==> config.mk <==
export PLATFORM = sky130hd
export DESIGN_NAME = cpw_top
export DESIGN_NICKNAME = d
export VERILOG_FILES = /design/src/design/cpw_shadow_mem.v /design/src/design/cpw_top.v
export VERILOG_INCLUDE_DIRS = /design/src /design/src/inc
export SDC_FILE = /design/constraint.sdc
export NUM_CORES = 1
export LEC_CHECK = 0
export BUFFER_PORTS_ARGS = -buffer_cell sky130_fd_sc_hd__buf_2
export CORE_MARGIN = 3
export CORE_UTILIZATION = 52
export DETAILED_ROUTE_END_ITERATION = 12
export HOLD_SLACK_MARGIN = 0.05
export PLACE_DENSITY = 0.68
export SLEW_MARGIN = 25
export SYNTH_ARGS = -nofsm -noshare
export SYNTH_HDL_FRONTEND = slang
export SYNTH_SLANG_ARGS = --single-unit
==> constraint.sdc <==
create_clock -name i_core_clk -period 4.5 [get_ports i_core_clk]
set_input_delay 0.9 -clock i_core_clk [delete_from_list [all_inputs] [get_ports i_core_clk]]
set_output_delay 0.9 -clock i_core_clk [all_outputs]
set_load 0.01 [all_outputs]
==> src/inc/cpw_consts.vh <==
// Constants of the complementary three-phase PWM generator.
// Assumes a 40 MHz core clock and an APB master with 32-bit data.
`ifndef CPW_CONSTS_VH
`define CPW_CONSTS_VH

// Timing
`define CPW_CORE_PS      25000
`define CPW_MAIN_MHZ     160
`define CPW_SKIP_DIV     2
`define CPW_TICK_PS      (1000000 * `CPW_SKIP_DIV / `CPW_MAIN_MHZ)
`define CPW_CARRIER_NS   125000
`define CPW_DEAD_NS      2500
`define CPW_HALF_TICKS   (`CPW_CARRIER_NS * 1000 / `CPW_TICK_PS / 2)
`define CPW_DEAD_TICKS   (`CPW_DEAD_NS * 1000 / `CPW_TICK_PS)
`define CPW_STEP         (`CPW_CORE_PS / `CPW_TICK_PS)

// Reset values
`define CPW_PER_RST      16'h1388
`define CPW_DUTY_RST     16'h09A4
`define CPW_DEAD_RST     16'h00C8
`define CPW_SL_RST       4'hF
`define CPW_RTE_DT_RST   16'h0000

// Register offsets
`define CPW_A_CTRL       8'h00
`define CPW_A_RELOAD     8'h04
`define CPW_A_INTTRIG    8'h08
`define CPW_A_IRQ_STAT   8'h0C
`define CPW_A_IRQ_MASK   8'h10
`define CPW_A_DEAD       8'h14
`define CPW_A_STATUS     8'h18
`define CPW_A_SLCS       8'h1C
`define CPW_A_SHADOW     8'h20
`define CPW_A_SHADOW_END 8'h3C

// Control fields
`define CPW_C_RUN        0
`define CPW_C_OUTEN      1
`define CPW_C_VALLEY     2
`define CPW_C_FUPD       3

`endif

==> src/design/cpw_shadow_mem.v <==
// Shadow compare store: period and duty shadows of four channels.
// Word 2k is channel k period shadow, word 2k+1 its duty shadow.
`default_nettype none
`include "cpw_consts.vh"

module cpw_shadow_mem (
  // Clock and reset
  input  wire         i_core_clk,
  input  wire         i_rst_n,
  // Write port
  input  wire         i_we,
  input  wire [2:0]   i_waddr,
  input  wire [15:0]  i_wdata,
  // Registered view of all words
  output reg  [127:0] o_all
);

  reg [15:0] mem_r [0:7];
  integer    k;
  integer    j;

  always @(posedge i_core_clk or negedge i_rst_n) begin
    if (!i_rst_n) begin
      for (k = 0; k < 8; k = k + 1) begin
        mem_r[k] <= (k % 2 == 0) ? `CPW_PER_RST : `CPW_DUTY_RST;
      end
    end else if (i_we) begin
      mem_r[i_waddr] <= i_wdata;
    end
  end

  // Read data registered; one cycle behind a write
  always @(posedge i_core_clk or negedge i_rst_n) begin
    if (!i_rst_n) begin
      o_all <= {4{`CPW_DUTY_RST, `CPW_PER_RST}};
    end else begin
      for (j = 0; j < 8; j = j + 1) begin
        o_all[j*16 +: 16] <= mem_r[j];
      end
    end
  end

endmodule // cpw_shadow_mem

`default_nettype wire

==> src/design/cpw_top.v <==
// Complementary three-phase PWM generator with APB register access.
// Assumes APB master synchronous to i_core_clk; outputs feed gate drivers.
//
// Function
// - Carrier period is 125 us, 8 kHz, on every phase.
// - High and low side of a phase separated by 2.5 us dead time with level set; with level clear both sides overlap for 2.5 us.
// - Counter steps by two ticks (one with clock source set) up and down; period compare 0x1388.
// - Reference duty compare is just under half the period compare, 0x09A4, active and shadow.
// - Valley of the counter raises the cycle interrupt.
// - Shadow to active reload at valley when enabled, or on forced update.
// - New duty written after interrupt applies at next reload point.
// - Each channel positive output starts high before first compare match.
// - Reference period compare match acts as the counter turn trigger.
// - Reference channel drives chain trigger keeping followers in step.
// - Per-channel reload enables cover period, duty, level, clock source.
// - Forced update loads all four counters at once.
// - Output drive enable separate from counter run enable.
// - Each channel may contribute an interrupt trigger.
// - Routing passes primary PWM unchanged to positive output.
// - Routing inverts complement input onto negative output.
`default_nettype none
`include "cpw_consts.vh"

module cpw_top (
  // Clock and reset
  input  wire        i_core_clk,
  input  wire        i_rst_n,
  // APB slave
  input  wire        i_psel,
  input  wire        i_penable,
  input  wire        i_pwrite,
  input  wire [7:0]  i_paddr,
  input  wire [31:0] i_pwdata,
  output reg  [31:0] o_prdata,
  output reg         o_pready,
  output reg         o_pslverr,
  // PWM outputs
  output reg  [3:0]  o_routing_positive_out,
  output reg  [3:0]  o_routing_negative_out,
  output reg         o_chain_trigger_out,
  // Interrupt
  output reg         o_valley_cycle_irq
);

  localparam integer STEP_INT = `CPW_STEP;
  localparam [15:0]  STEP     = STEP_INT[15:0];

  // Level while counter below compare, else its inverse
  function cmp_lvl;
    input [15:0] cnt;
    input [15:0] cmp;
    input        sl;
    begin
      cmp_lvl = (cnt < cmp) ? sl : ~sl;
    end
  endfunction

  // Software registers
  reg  [2:0]   ctrl_r;
  reg  [3:0]   reload_en_r;
  reg  [3:0]   int_trig_r;
  reg  [3:0]   irq_stat_r;
  reg  [3:0]   irq_mask_r;
  reg  [15:0]  dead_r;
  reg  [3:0]   sl_shd_r;
  reg  [3:0]   cs_shd_r;
  // Channel state
  reg  [15:0]  cnt_r   [0:3];
  reg  [15:0]  cm0_r   [0:3];
  reg  [15:0]  cm1_r   [0:3];
  reg  [3:0]   down_r;
  reg  [3:0]   sl_r;
  reg  [3:0]   cs_r;
  reg          fupd_r;
  reg  [3:0]   valley_nxt;
  reg  [15:0]  cnt_nxt [0:3];
  reg  [3:0]   down_nxt;
  reg  [3:0]   pri_nxt;
  reg  [3:0]   cmp_in_nxt;
  reg  [15:0]  step;
  reg  [16:0]  dcmp;
  reg  [31:0]  rd_nxt;
  reg          err_nxt;
  wire [127:0] shd_all;
  wire         setup;
  wire         wr_acc;
  wire         shd_hit;
  wire [3:0]   w1c;
  wire [3:0]   trig;
  integer      c;
  integer      rc;
  integer      pc;

  assign setup   = i_psel & ~i_penable;
  assign wr_acc  = i_psel & i_penable & o_pready & i_pwrite;
  assign shd_hit = (i_paddr >= `CPW_A_SHADOW) && (i_paddr <= `CPW_A_SHADOW_END);
  assign w1c     = (wr_acc && i_paddr == `CPW_A_IRQ_STAT) ? i_pwdata[3:0] : 4'h0;

  cpw_shadow_mem u_shadow (
    .i_core_clk (i_core_clk),
    .i_rst_n    (i_rst_n),
    .i_we       (wr_acc && shd_hit && (i_paddr[1:0] == 2'b00)),
    .i_waddr    (i_paddr[4:2]),
    .i_wdata    (i_pwdata[15:0]),
    .o_all      (shd_all)
  );

  // Read mux and decode, latched in the setup cycle
  always @* begin
    rd_nxt  = 32'h0000_0000;
    err_nxt = 1'b0;
    if (i_paddr[1:0] != 2'b00) begin
      err_nxt = 1'b1;
    end else if (i_paddr == `CPW_A_CTRL) begin
      rd_nxt[2:0] = ctrl_r;
    end else if (i_paddr == `CPW_A_RELOAD) begin
      rd_nxt[3:0] = reload_en_r;
    end else if (i_paddr == `CPW_A_INTTRIG) begin
      rd_nxt[3:0] = int_trig_r;
    end else if (i_paddr == `CPW_A_IRQ_STAT) begin
      rd_nxt[3:0] = irq_stat_r;
    end else if (i_paddr == `CPW_A_IRQ_MASK) begin
      rd_nxt[3:0] = irq_mask_r;
    end else if (i_paddr == `CPW_A_DEAD) begin
      rd_nxt[15:0] = dead_r;
    end else if (i_paddr == `CPW_A_STATUS) begin
      rd_nxt = {12'h000, down_r, cnt_r[0]};
    end else if (i_paddr == `CPW_A_SLCS) begin
      rd_nxt = {16'h0000, sl_r, cs_r, cs_shd_r, sl_shd_r};
    end else if (shd_hit) begin
      rd_nxt[15:0] = shd_all[i_paddr[4:2]*16 +: 16];
    end else begin
      err_nxt = 1'b1;
    end
  end

  // No wait state: ready rises in the first access cycle
  always @(posedge i_core_clk or negedge i_rst_n) begin
    if (!i_rst_n) begin
      o_pready  <= 1'b0;
      o_prdata  <= 32'h0000_0000;
      o_pslverr <= 1'b0;
    end else begin
      o_pready  <= setup;
      o_pslverr <= setup & err_nxt;
      if (setup) begin
        o_prdata <= i_pwrite ? 32'h0000_0000 : rd_nxt;
      end
    end
  end

  always @(posedge i_core_clk or negedge i_rst_n) begin
    if (!i_rst_n) begin
      ctrl_r      <= 3'h0;
      reload_en_r <= 4'h0;
      int_trig_r  <= 4'h0;
      irq_mask_r  <= 4'h0;
      dead_r      <= `CPW_DEAD_RST;
      sl_shd_r    <= `CPW_SL_RST;
      cs_shd_r    <= 4'h0;
      fupd_r      <= 1'b0;
    end else begin
      // Force update is a self-clearing strobe
      fupd_r <= wr_acc && (i_paddr == `CPW_A_CTRL) && i_pwdata[`CPW_C_FUPD];
      if (wr_acc) begin
        if (i_paddr == `CPW_A_CTRL) begin
          ctrl_r <= i_pwdata[2:0];
        end else if (i_paddr == `CPW_A_RELOAD) begin
          reload_en_r <= i_pwdata[3:0];
        end else if (i_paddr == `CPW_A_INTTRIG) begin
          int_trig_r <= i_pwdata[3:0];
        end else if (i_paddr == `CPW_A_IRQ_MASK) begin
          irq_mask_r <= i_pwdata[3:0];
        end else if (i_paddr == `CPW_A_DEAD) begin
          dead_r <= i_pwdata[15:0];
        end else if (i_paddr == `CPW_A_SLCS) begin
          sl_shd_r <= i_pwdata[3:0];
          cs_shd_r <= i_pwdata[7:4];
        end
      end
    end
  end

  // Counter next state, one step per core clock
  always @* begin
    valley_nxt = 4'h0;
    down_nxt   = down_r;
    step       = STEP;
    for (c = 0; c < 4; c = c + 1) begin
      cnt_nxt[c] = cnt_r[c];
      step = cs_r[c] ? 16'h0001 : STEP;
      if (fupd_r) begin
        cnt_nxt[c]  = 16'h0000;
        down_nxt[c] = 1'b0;
      end else if (c != 0 && valley_nxt[0]) begin
        // Followers restart on chain trigger, sharing its valley
        cnt_nxt[c]    = 16'h0000;
        down_nxt[c]   = 1'b0;
        valley_nxt[c] = 1'b1;
      end else if (ctrl_r[`CPW_C_RUN]) begin
        if (!down_r[c]) begin
          if (cnt_r[c] + step >= cm0_r[c]) begin
            cnt_nxt[c]  = cm0_r[c];
            down_nxt[c] = 1'b1;
          end else begin
            cnt_nxt[c] = cnt_r[c] + step;
          end
        end else if (cnt_r[c] <= step) begin
          cnt_nxt[c]    = 16'h0000;
          down_nxt[c]   = 1'b0;
          valley_nxt[c] = 1'b1;
        end else begin
          cnt_nxt[c] = cnt_r[c] - step;
        end
      end
    end
  end

  assign trig = valley_nxt;

  always @(posedge i_core_clk or negedge i_rst_n) begin
    if (!i_rst_n) begin
      down_r <= 4'h0;
      sl_r   <= `CPW_SL_RST;
      cs_r   <= 4'h0;
      for (rc = 0; rc < 4; rc = rc + 1) begin
        cnt_r[rc] <= 16'h0000;
        cm0_r[rc] <= `CPW_PER_RST;
        cm1_r[rc] <= `CPW_DUTY_RST;
      end
    end else begin
      down_r <= down_nxt;
      for (rc = 0; rc < 4; rc = rc + 1) begin
        cnt_r[rc] <= cnt_nxt[rc];
        if (fupd_r || (valley_nxt[rc] && ctrl_r[`CPW_C_VALLEY] && reload_en_r[rc])) begin
          cm0_r[rc] <= shd_all[rc*32 +: 16];
          cm1_r[rc] <= shd_all[rc*32+16 +: 16];
          sl_r[rc]  <= sl_shd_r[rc];
          cs_r[rc]  <= cs_shd_r[rc];
        end
      end
    end
  end

  // Compare stage: primary and widened complement
  always @* begin
    pri_nxt    = 4'h0;
    cmp_in_nxt = 4'h0;
    dcmp       = 17'h00000;
    for (pc = 0; pc < 4; pc = pc + 1) begin
      pri_nxt[pc] = cmp_lvl(cnt_r[pc], cm1_r[pc], sl_r[pc]);
      dcmp = {1'b0, cm1_r[pc]} + {1'b0, dead_r};
      cmp_in_nxt[pc] = dcmp[16] ? sl_r[pc]
                                : cmp_lvl(cnt_r[pc], dcmp[15:0], sl_r[pc]);
    end
  end

  // Routing stage, no own dead time
  always @(posedge i_core_clk or negedge i_rst_n) begin
    if (!i_rst_n) begin
      o_routing_positive_out <= 4'h0;
      o_routing_negative_out <= 4'h0;
    end else if (ctrl_r[`CPW_C_OUTEN]) begin
      o_routing_positive_out <= pri_nxt;
      o_routing_negative_out <= ~cmp_in_nxt;
    end else begin
      o_routing_positive_out <= 4'h0;
      o_routing_negative_out <= 4'h0;
    end
  end

  // Sticky flags; a new event beats a same-cycle clear
  always @(posedge i_core_clk or negedge i_rst_n) begin
    if (!i_rst_n) begin
      irq_stat_r          <= 4'h0;
      o_valley_cycle_irq  <= 1'b0;
      o_chain_trigger_out <= 1'b0;
    end else begin
      irq_stat_r <= (irq_stat_r & ~w1c) | (valley_nxt & int_trig_r);
      o_valley_cycle_irq  <= |(irq_stat_r & irq_mask_r);
      o_chain_trigger_out <= trig[0];
    end
  end

endmodule // cpw_top

`default_nettype wire

==> flow_metrics.env, run 1 <==
export IMPL_multi_input_area_um2=16700
export IMPL_ys_warn_count=0
export IMPL_placementRows=89
export IMPL_grt_antenna_before_repair=2
export IMPL_synthCells=2837
export IMPL_root_buffer="clkbuf_16"
export IMPL_mappedNetlistArea_um2=31400
export IMPL_synth_cell_types=78
export IMPL_yosysSeqAreaShare=0.432
export IMPL_place_area_um2=32800
export IMPL_clock_sinks=536
export IMPL_start_kind="flip-flop"
export IMPL_initial_core_util=0.529
export IMPL_p_seq_frac=0.463
export IMPL_die_h_um=252
export IMPL_drive_gt1_frac=0.253
export IMPL_slowest_delay_ns=0.53
export IMPL_final_setup_tns_ns=0
export IMPL_syn_avg_cell_area_um2=11.1
export IMPL_combPwrFrac=0.051
export IMPL_dieArea_um2=63400
export IMPL_synth_top_area_frac=0.322
export IMPL_drt_iter0_markers=2380
export IMPL_gp_congestion=0.966
export IMPL_max_slew_worst_pin_slew_ns=1.09
export IMPL_maxCapViolCount=0
export IMPL_cts_repair_resize_count=0
export IMPL_slew_headroom=0.272
export IMPL_yosysMostFrequentCell="dfrtp_1"
export IMPL_ios=89
export IMPL_die_x_um=252
export IMPL_postRouteAntennaNets=0
export IMPL_postSynth_asyncResetShare=1.00
export IMPL_area_delta_synth_final_pct=10.9
export IMPL_viasPerCell=6.29
export IMPL_power_leakage_nw=16.7
export IMPL_post_dp_hpwl_um=68800
export IMPL_numCtsBuffers=58
export IMPL_finalWorstSetupSlack_ns=0.309
export IMPL_p_sw_w=0.00253
export IMPL_synth_seq_cells=536
export IMPL_vias=23415
export IMPL_cts_buffer_depth=3
export IMPL_critPathArrivalTime_ns=4.70
export IMPL_hold_class="in2async"
export IMPL_crit_buf_inv=1
export IMPL_register_area_um2=13600
export IMPL_grt_pass1_vias=23574
export IMPL_fin_crit_ns=4.19
export IMPL_portBuffers=60
export IMPL_setup_viol=0
export IMPL_worstPathMaxFanout=8
export IMPL_status="completed"
export IMPL_swShare=0.239
export IMPL_power_density_nw_per_um2=303
export IMPL_grt_overflow=0
export IMPL_clock_fmax_mhz=239
export IMPL_hold_violations=0
export IMPL_synth_area_leaders="dfrtp_1 (32%), dfstp_2 (11%), ha_1 (11%), mux2_2 (8.7%), mux2_4 (2.9%)"
export IMPL_crit_required_ns=5.01
export IMPL_end_kind="flip-flop"
export IMPL_drt_wl_total_um=94000
export IMPL_cts_hold_buf=0
export IMPL_clk_pin_slew_worst_paths_ns=0.06
export IMPL_drt_drc_violations_left=0
export IMPL_synth_common_cells="dfrtp_1 (405), ha_1 (264), mux2_2 (242)"
export IMPL_path_class="reg2reg"
export IMPL_cp_common_cell="ha_1"
export IMPL_ys_flop_type="dfrtp_1"
export IMPL_path_cells="ha_1 > inv_1 > fa_1 > nor4_1 > nand2_1 > xnor2_1 > ha_1 > and4_1 > a221oi_1 > o31ai_4 > mux2_2 > a221o_1"
export IMPL_fin_crit_sh=0.931
export IMPL_intPower_w=0.00803
export IMPL_synth_top_cell_by_area="dfrtp_1"
export IMPL_h_tree_depth=2
export IMPL_final_nets=3220
export IMPL_finalPower_w=0.0106
export IMPL_dp_slack_ns=0.330
export IMPL_cp_top_family="compound AO/OA/AOI/OAI gates"
export IMPL_fin_area_um2=34900
export IMPL_post_cts_buffers=0
export IMPL_rsz0062_at_grt="no"
export IMPL_track_usage=0.297
export IMPL_core_area_um2=59500
export IMPL_clock_latency_ns=0.64
export IMPL_finalClockSkew_ns=0.0305
export IMPL_cp_slowest_cell="dfrtp_1"
export IMPL_wl_per_cell_um=25.3
export IMPL_slew_viol_final=0
export IMPL_cts_tree="yes"
export IMPL_synth_edff_count=0
export IMPL_grt_pass1_wl_um=143000
export IMPL_dr_pass1_iters=6
export IMPL_peakVddDrop_mv=0.313
export IMPL_fillCellCount=4882
export IMPL_clkPwrFrac=0.486
export IMPL_grt_max_degree=112
-- power groups by stage --
stage / combinational [W] / clock, W / sequential (W)
floorplan: 0.000278 / 0 / 0.00495
global placement: 0.000527 / 0 / 0.00496
detailed placement: 0.000539 / 0 / 0.00497
CTS: 0.000541 / 0.00521 / 0.00488
global route: 0.000586 / 0.00540 / 0.00488
finish: 0.000543 / 0.00513 / 0.00488
-- worst register-to-register path, stage by stage (launching register included) --
cell	delay, ns
dfrtp_1	0.53
ha_1	0.25
inv_1	0.06
fa_1	0.47
nor4_1	0.49
nand2_1	0.13
xnor2_1	0.24
ha_1	0.31
and4_1	0.19
a221oi_1	0.50
o31ai_4	0.25
mux2_2	0.34
a221o_1	0.32
-- layer usage --
metal / global-route usage / vias to the layer above / part of all wire
met3: 0.0558 / 171 / 0.077
li1: - / 10518 / -
met2: 0.453 / 862 / 0.43
met1: 0.423 / 11864 / 0.45
met5: 0 / - / 0
met4: 0.113 / 0 / 0.041
-- registers in the layout, indices dropped and copies added (netlist names), 16 cells and up --
signal / flops
cm0_r: 64
cm1_r: 64
u_shadow.o_all: 128
u_shadow.mem_r: 128
cnt_r: 48
o_prdata: 20
cmp_lvl.cnt: 16
dead_r: 16
-- final cells by class --
class	count	share of cell area
Multi-Input combinational cell	1985	0.478
Sequential cell	536	0.389
Clock buffer	71	0.0460
Tap cell	773	0.0277
Timing Repair Buffer	132	0.0259
Inverter	186	0.0200
Clock inverter	39	0.0134
Antenna cell	1	0.0000718
-- logic make-up after synthesis --
group / Yosys count / share of synthesized area
adder cells (fa/ha/maj): 276 / 0.113
AND/OR/NAND/NOR: 600 / 0.0942
other: 1 / 0.000119
XOR/XNOR: 114 / 0.0318
AO/OA/AOI/OAI: 576 / 0.127
buffers and inverters: 327 / 0.0429
flip-flops: 536 / 0.432
multiplexers: 407 / 0.160
-- metrics by stage --
step | utilization | hold slack (ns) | instances
floorplan | - | 0.349 | 2848
global route | 0.586 | 0.314 | 3722
finish | 0.586 | 0.257 | 3723
global placement | 0.551 | 0.352 | 3612
CTS | 0.586 | 0.305 | 3722
detailed placement | 0.551 | 0.355 | 3612
-- path summary, 6_finish.rpt --
kind                                startpoint                 end  slack [ns]  cells past startpoint
setup / recovery                       cs_r[2]           cnt_r[30]        0.31                     12
hold / removal                         i_rst_n           cm1_r[30]        0.26                      1
setup reg to reg                       cs_r[2]           cnt_r[30]        0.31                     12
hold reg to reg            u_shadow.mem_r[119]   u_shadow.o_all[7]        0.34                      0
max in group asynchronous              i_rst_n  u_shadow.mem_r[94]        3.11                      2
min in group i_core_clk    u_shadow.mem_r[119]   u_shadow.o_all[7]        0.34                      0
-- cell usage in the layout, fill, tap and decap left out, types with 69 or more instances in the layout --
| cell type | instances |
|---|---|
| inv_1 | 186 |
| dfrtp_1 | 405 |
| dfstp_2 | 131 |
| ha_1 | 264 |
| a21oi_1 | 135 |
| mux2_2 | 242 |
| nand2_1 | 177 |
| mux2i_1 | 77 |
| o21ai_0 | 108 |
| buf_4 | 69 |
| nor2_1 | 114 |
Power figures use the tool's default switching activity.
==> run 2, diff against run 1 <==
--- a/config.mk
+++ b/config.mk
@@ -11,7 +11,7 @@
 export CORE_UTILIZATION = 52
 export DETAILED_ROUTE_END_ITERATION = 12
 export HOLD_SLACK_MARGIN = 0.05
-export PLACE_DENSITY = 0.68
+export PLACE_DENSITY_LB_ADDON = 0.1
 export SLEW_MARGIN = 25
 export SYNTH_ARGS = -nofsm -noshare
 export SYNTH_HDL_FRONTEND = slang
==> run 2 against run 1 <==
Against the previous run:
- non-clock buffer count fell by 3
- fmax is 2.9% higher
- design area is 0.39% lower
- worst setup slack gained 0.12 ns
- via count is essentially flat
- clock power shrank 6.4%
- first-iteration DRC count fell by 21%
- wire length is 1.2% higher
- power shrank 3.1%
- sequential power about the same
- critical path type unchanged
- critical endpoint is now cnt_r[42]
- highest routed layer is now met5
==> flow_metrics.env, run 2 (synthesis results as in run 1) <==
export IMPL_status="completed"
export IMPL_finalPower_w=0.0102
export IMPL_numCtsBuffers=58
export IMPL_final_common_cell="dfrtp_1"
export IMPL_fin_crit_ns=4.07
export IMPL_wl_per_cell_um=25.6
export IMPL_fin_hold_ws_ns=0.320
export IMPL_maxCapViolCount=0
export IMPL_cp_num_cells=12
export IMPL_path_cells="inv_1 > ha_1 > a21oi_1 > nor4_1 > nand3_1 > xnor2_1 > ha_1 > and4_1 > o2111ai_1 > o21ai_2 > mux2_2 > a221o_1"
export IMPL_slew_viol_final=0
export IMPL_critPathArrivalTime_ns=4.59
export IMPL_initial_core_util=0.529
export IMPL_peakVddDrop_mv=0.268
export IMPL_portBuffers=60
export IMPL_startpoint="cs_r[1]"
export IMPL_rrSetupSlack_ns=0.43
export IMPL_area_delta_synth_final_pct=10.5
export IMPL_fin_area_um2=34700
export IMPL_drt_iter0_markers=1871
export IMPL_grt_pass1_wl_um=145000
export IMPL_post_dp_hpwl_um=69100
export IMPL_drt_drc_violations_left=0
export IMPL_layout_cells_non_filler=3721
export IMPL_grt_pass1_vias=23483
export IMPL_final_setup_tns_ns=0
export IMPL_die_x_um=252
export IMPL_place_area_um2=32800
export IMPL_setup_worst_path_end="cnt_r[42]"
export IMPL_track_usage=0.302
export IMPL_final_cell_mix="dfrtp_1 (405), ha_1 (264), mux2_2 (242), inv_1 (186), nand2_1 (177)"
export IMPL_reg_top3="u_shadow.mem_r (128), u_shadow.o_all (128)"
export IMPL_grt_max_degree=103
export IMPL_power_density_nw_per_um2=295
export IMPL_ios=89
export IMPL_path_class="reg2reg"
export IMPL_cp_common_cell="ha_1"
export IMPL_setup_viol=0
export IMPL_end_kind="flip-flop"
export IMPL_root_buffer="clkbuf_16"
export IMPL_r2r_cells=12
export IMPL_postRouteAntennaNets=0
export IMPL_drt_wl_total_um=95200
export IMPL_post_cts_buffers=0
export IMPL_rr_endpoint="cnt_r[42]"
export IMPL_cts_buffer_depth=3
export IMPL_slew_headroom=0.322
export IMPL_grt_antenna_before_repair=8
export IMPL_cp_slowest_cell="o21ai_2"
export IMPL_vias=23430
export IMPL_max_slew_worst_pin_slew_ns=1.01
export IMPL_cts_tree="yes"
export IMPL_dp_cells=3609
export IMPL_start_kind="flip-flop"
export IMPL_clock_sinks=536
export IMPL_hold_violations=0
export IMPL_clk_pin_slew_worst_paths_ns=0.06
export IMPL_die_h_um=252
export IMPL_grt_overflow=0
export IMPL_hold_class="in2async"
export IMPL_gp_congestion=0.938
export IMPL_viasPerCell=6.30
export IMPL_drive_gt1_frac=0.249
export IMPL_r2r_start="cs_r[1]"
export IMPL_cts_repair_resize_count=0
export IMPL_final_nets=3217
export IMPL_slowest_delay_ns=0.67
export IMPL_cp_top_family="compound AO/OA/AOI/OAI gates"
export IMPL_h_tree_depth=2
export IMPL_placementRows=89
export IMPL_power_leakage_nw=16.6
export IMPL_crit_required_ns=5.02
export IMPL_cts_hold_buf=0
export IMPL_core_area_um2=59500
export IMPL_finalClockSkew_ns=0.0231
export IMPL_fillCellCount=4913
export IMPL_fin_crit_sh=0.905
export IMPL_rsz0062_at_grt="no"
export IMPL_dieArea_um2=63400
export IMPL_worstPathMaxFanout=12
export IMPL_crit_buf_inv=1
export IMPL_clock_latency_ns=0.65
export IMPL_dr_pass1_iters=5
export IMPL_clock_fmax_mhz=246
[run 2: changes by cell type in the layout (fill, tap and decap cells not counted), sizes merged]
cell and delta:
buf -3, bufinv -6, clkbuf +15, clkinv -6, clkinvlp -2, diode +2
inv -2
[run 2: power by group]
group          switching, W  internal, W
Clock               0.00207      0.00274
Combinational      0.000375     0.000166
Sequential        0.0000355      0.00485
[run 2: how the worst min path moves through the flow]
stage	from	endpoint	slack (ns)	cells after the start
final	i_rst_n	cmp_lvl.cnt[10]	0.32	1
after global routing	u_shadow.mem_r[66]	u_shadow.o_all[50]	0.36	0
after CTS	u_shadow.mem_r[66]	u_shadow.o_all[50]	0.35	0
after detailed placement	u_shadow.mem_r[77]	u_shadow.o_all[61]	0.35	0
after global placement	u_shadow.mem_r[65]	u_shadow.o_all[49]	0.35	0
after floorplan	u_shadow.mem_r[112]	u_shadow.o_all[0]	0.35	0
[run 2: worst register-to-register path, stage by stage (launching register included)]
cell and delay [ns]:
dfrtp_1 0.43, inv_1 0.10, ha_1 0.32, a21oi_1 0.12, nor4_1 0.49, nand3_1 0.16, xnor2_1 0.18, ha_1 0.32
and4_1 0.26, o2111ai_1 0.14, o21ai_2 0.67, mux2_2 0.41, a221o_1 0.35
[run 2: stage by stage]
stage / worst slack [ns] / util
after detailed placement: 0.428 / 0.552
final: 0.429 / 0.584
after CTS: 0.421 / 0.584
after global placement: 0.569 / 0.552
after global routing: 0.188 / 0.584
after floorplan: 0.463 / -
[run 2: per-layer routing]
layer / wire length [um] / GRT usage / part of all wire
met5: 55 / 0 / 0.00058
met4: 3330 / 0.0964 / 0.035
met3: 8080 / 0.0705 / 0.085
met2: 40900 / 0.454 / 0.43
met1: 42800 / 0.433 / 0.45
[run 2: final cells by class]
cell class	instances	area (um2)	share of cell area
multi-input combinational	1985	16600	0.479
sequential	536	13600	0.391
clock buffer	86	1700	0.0488
tap	773	967	0.0278
timing repair buffer	129	931	0.0268
inverter	186	698	0.0201
clock inverter	23	221	0.00637
antenna	3	7.51	0.000216
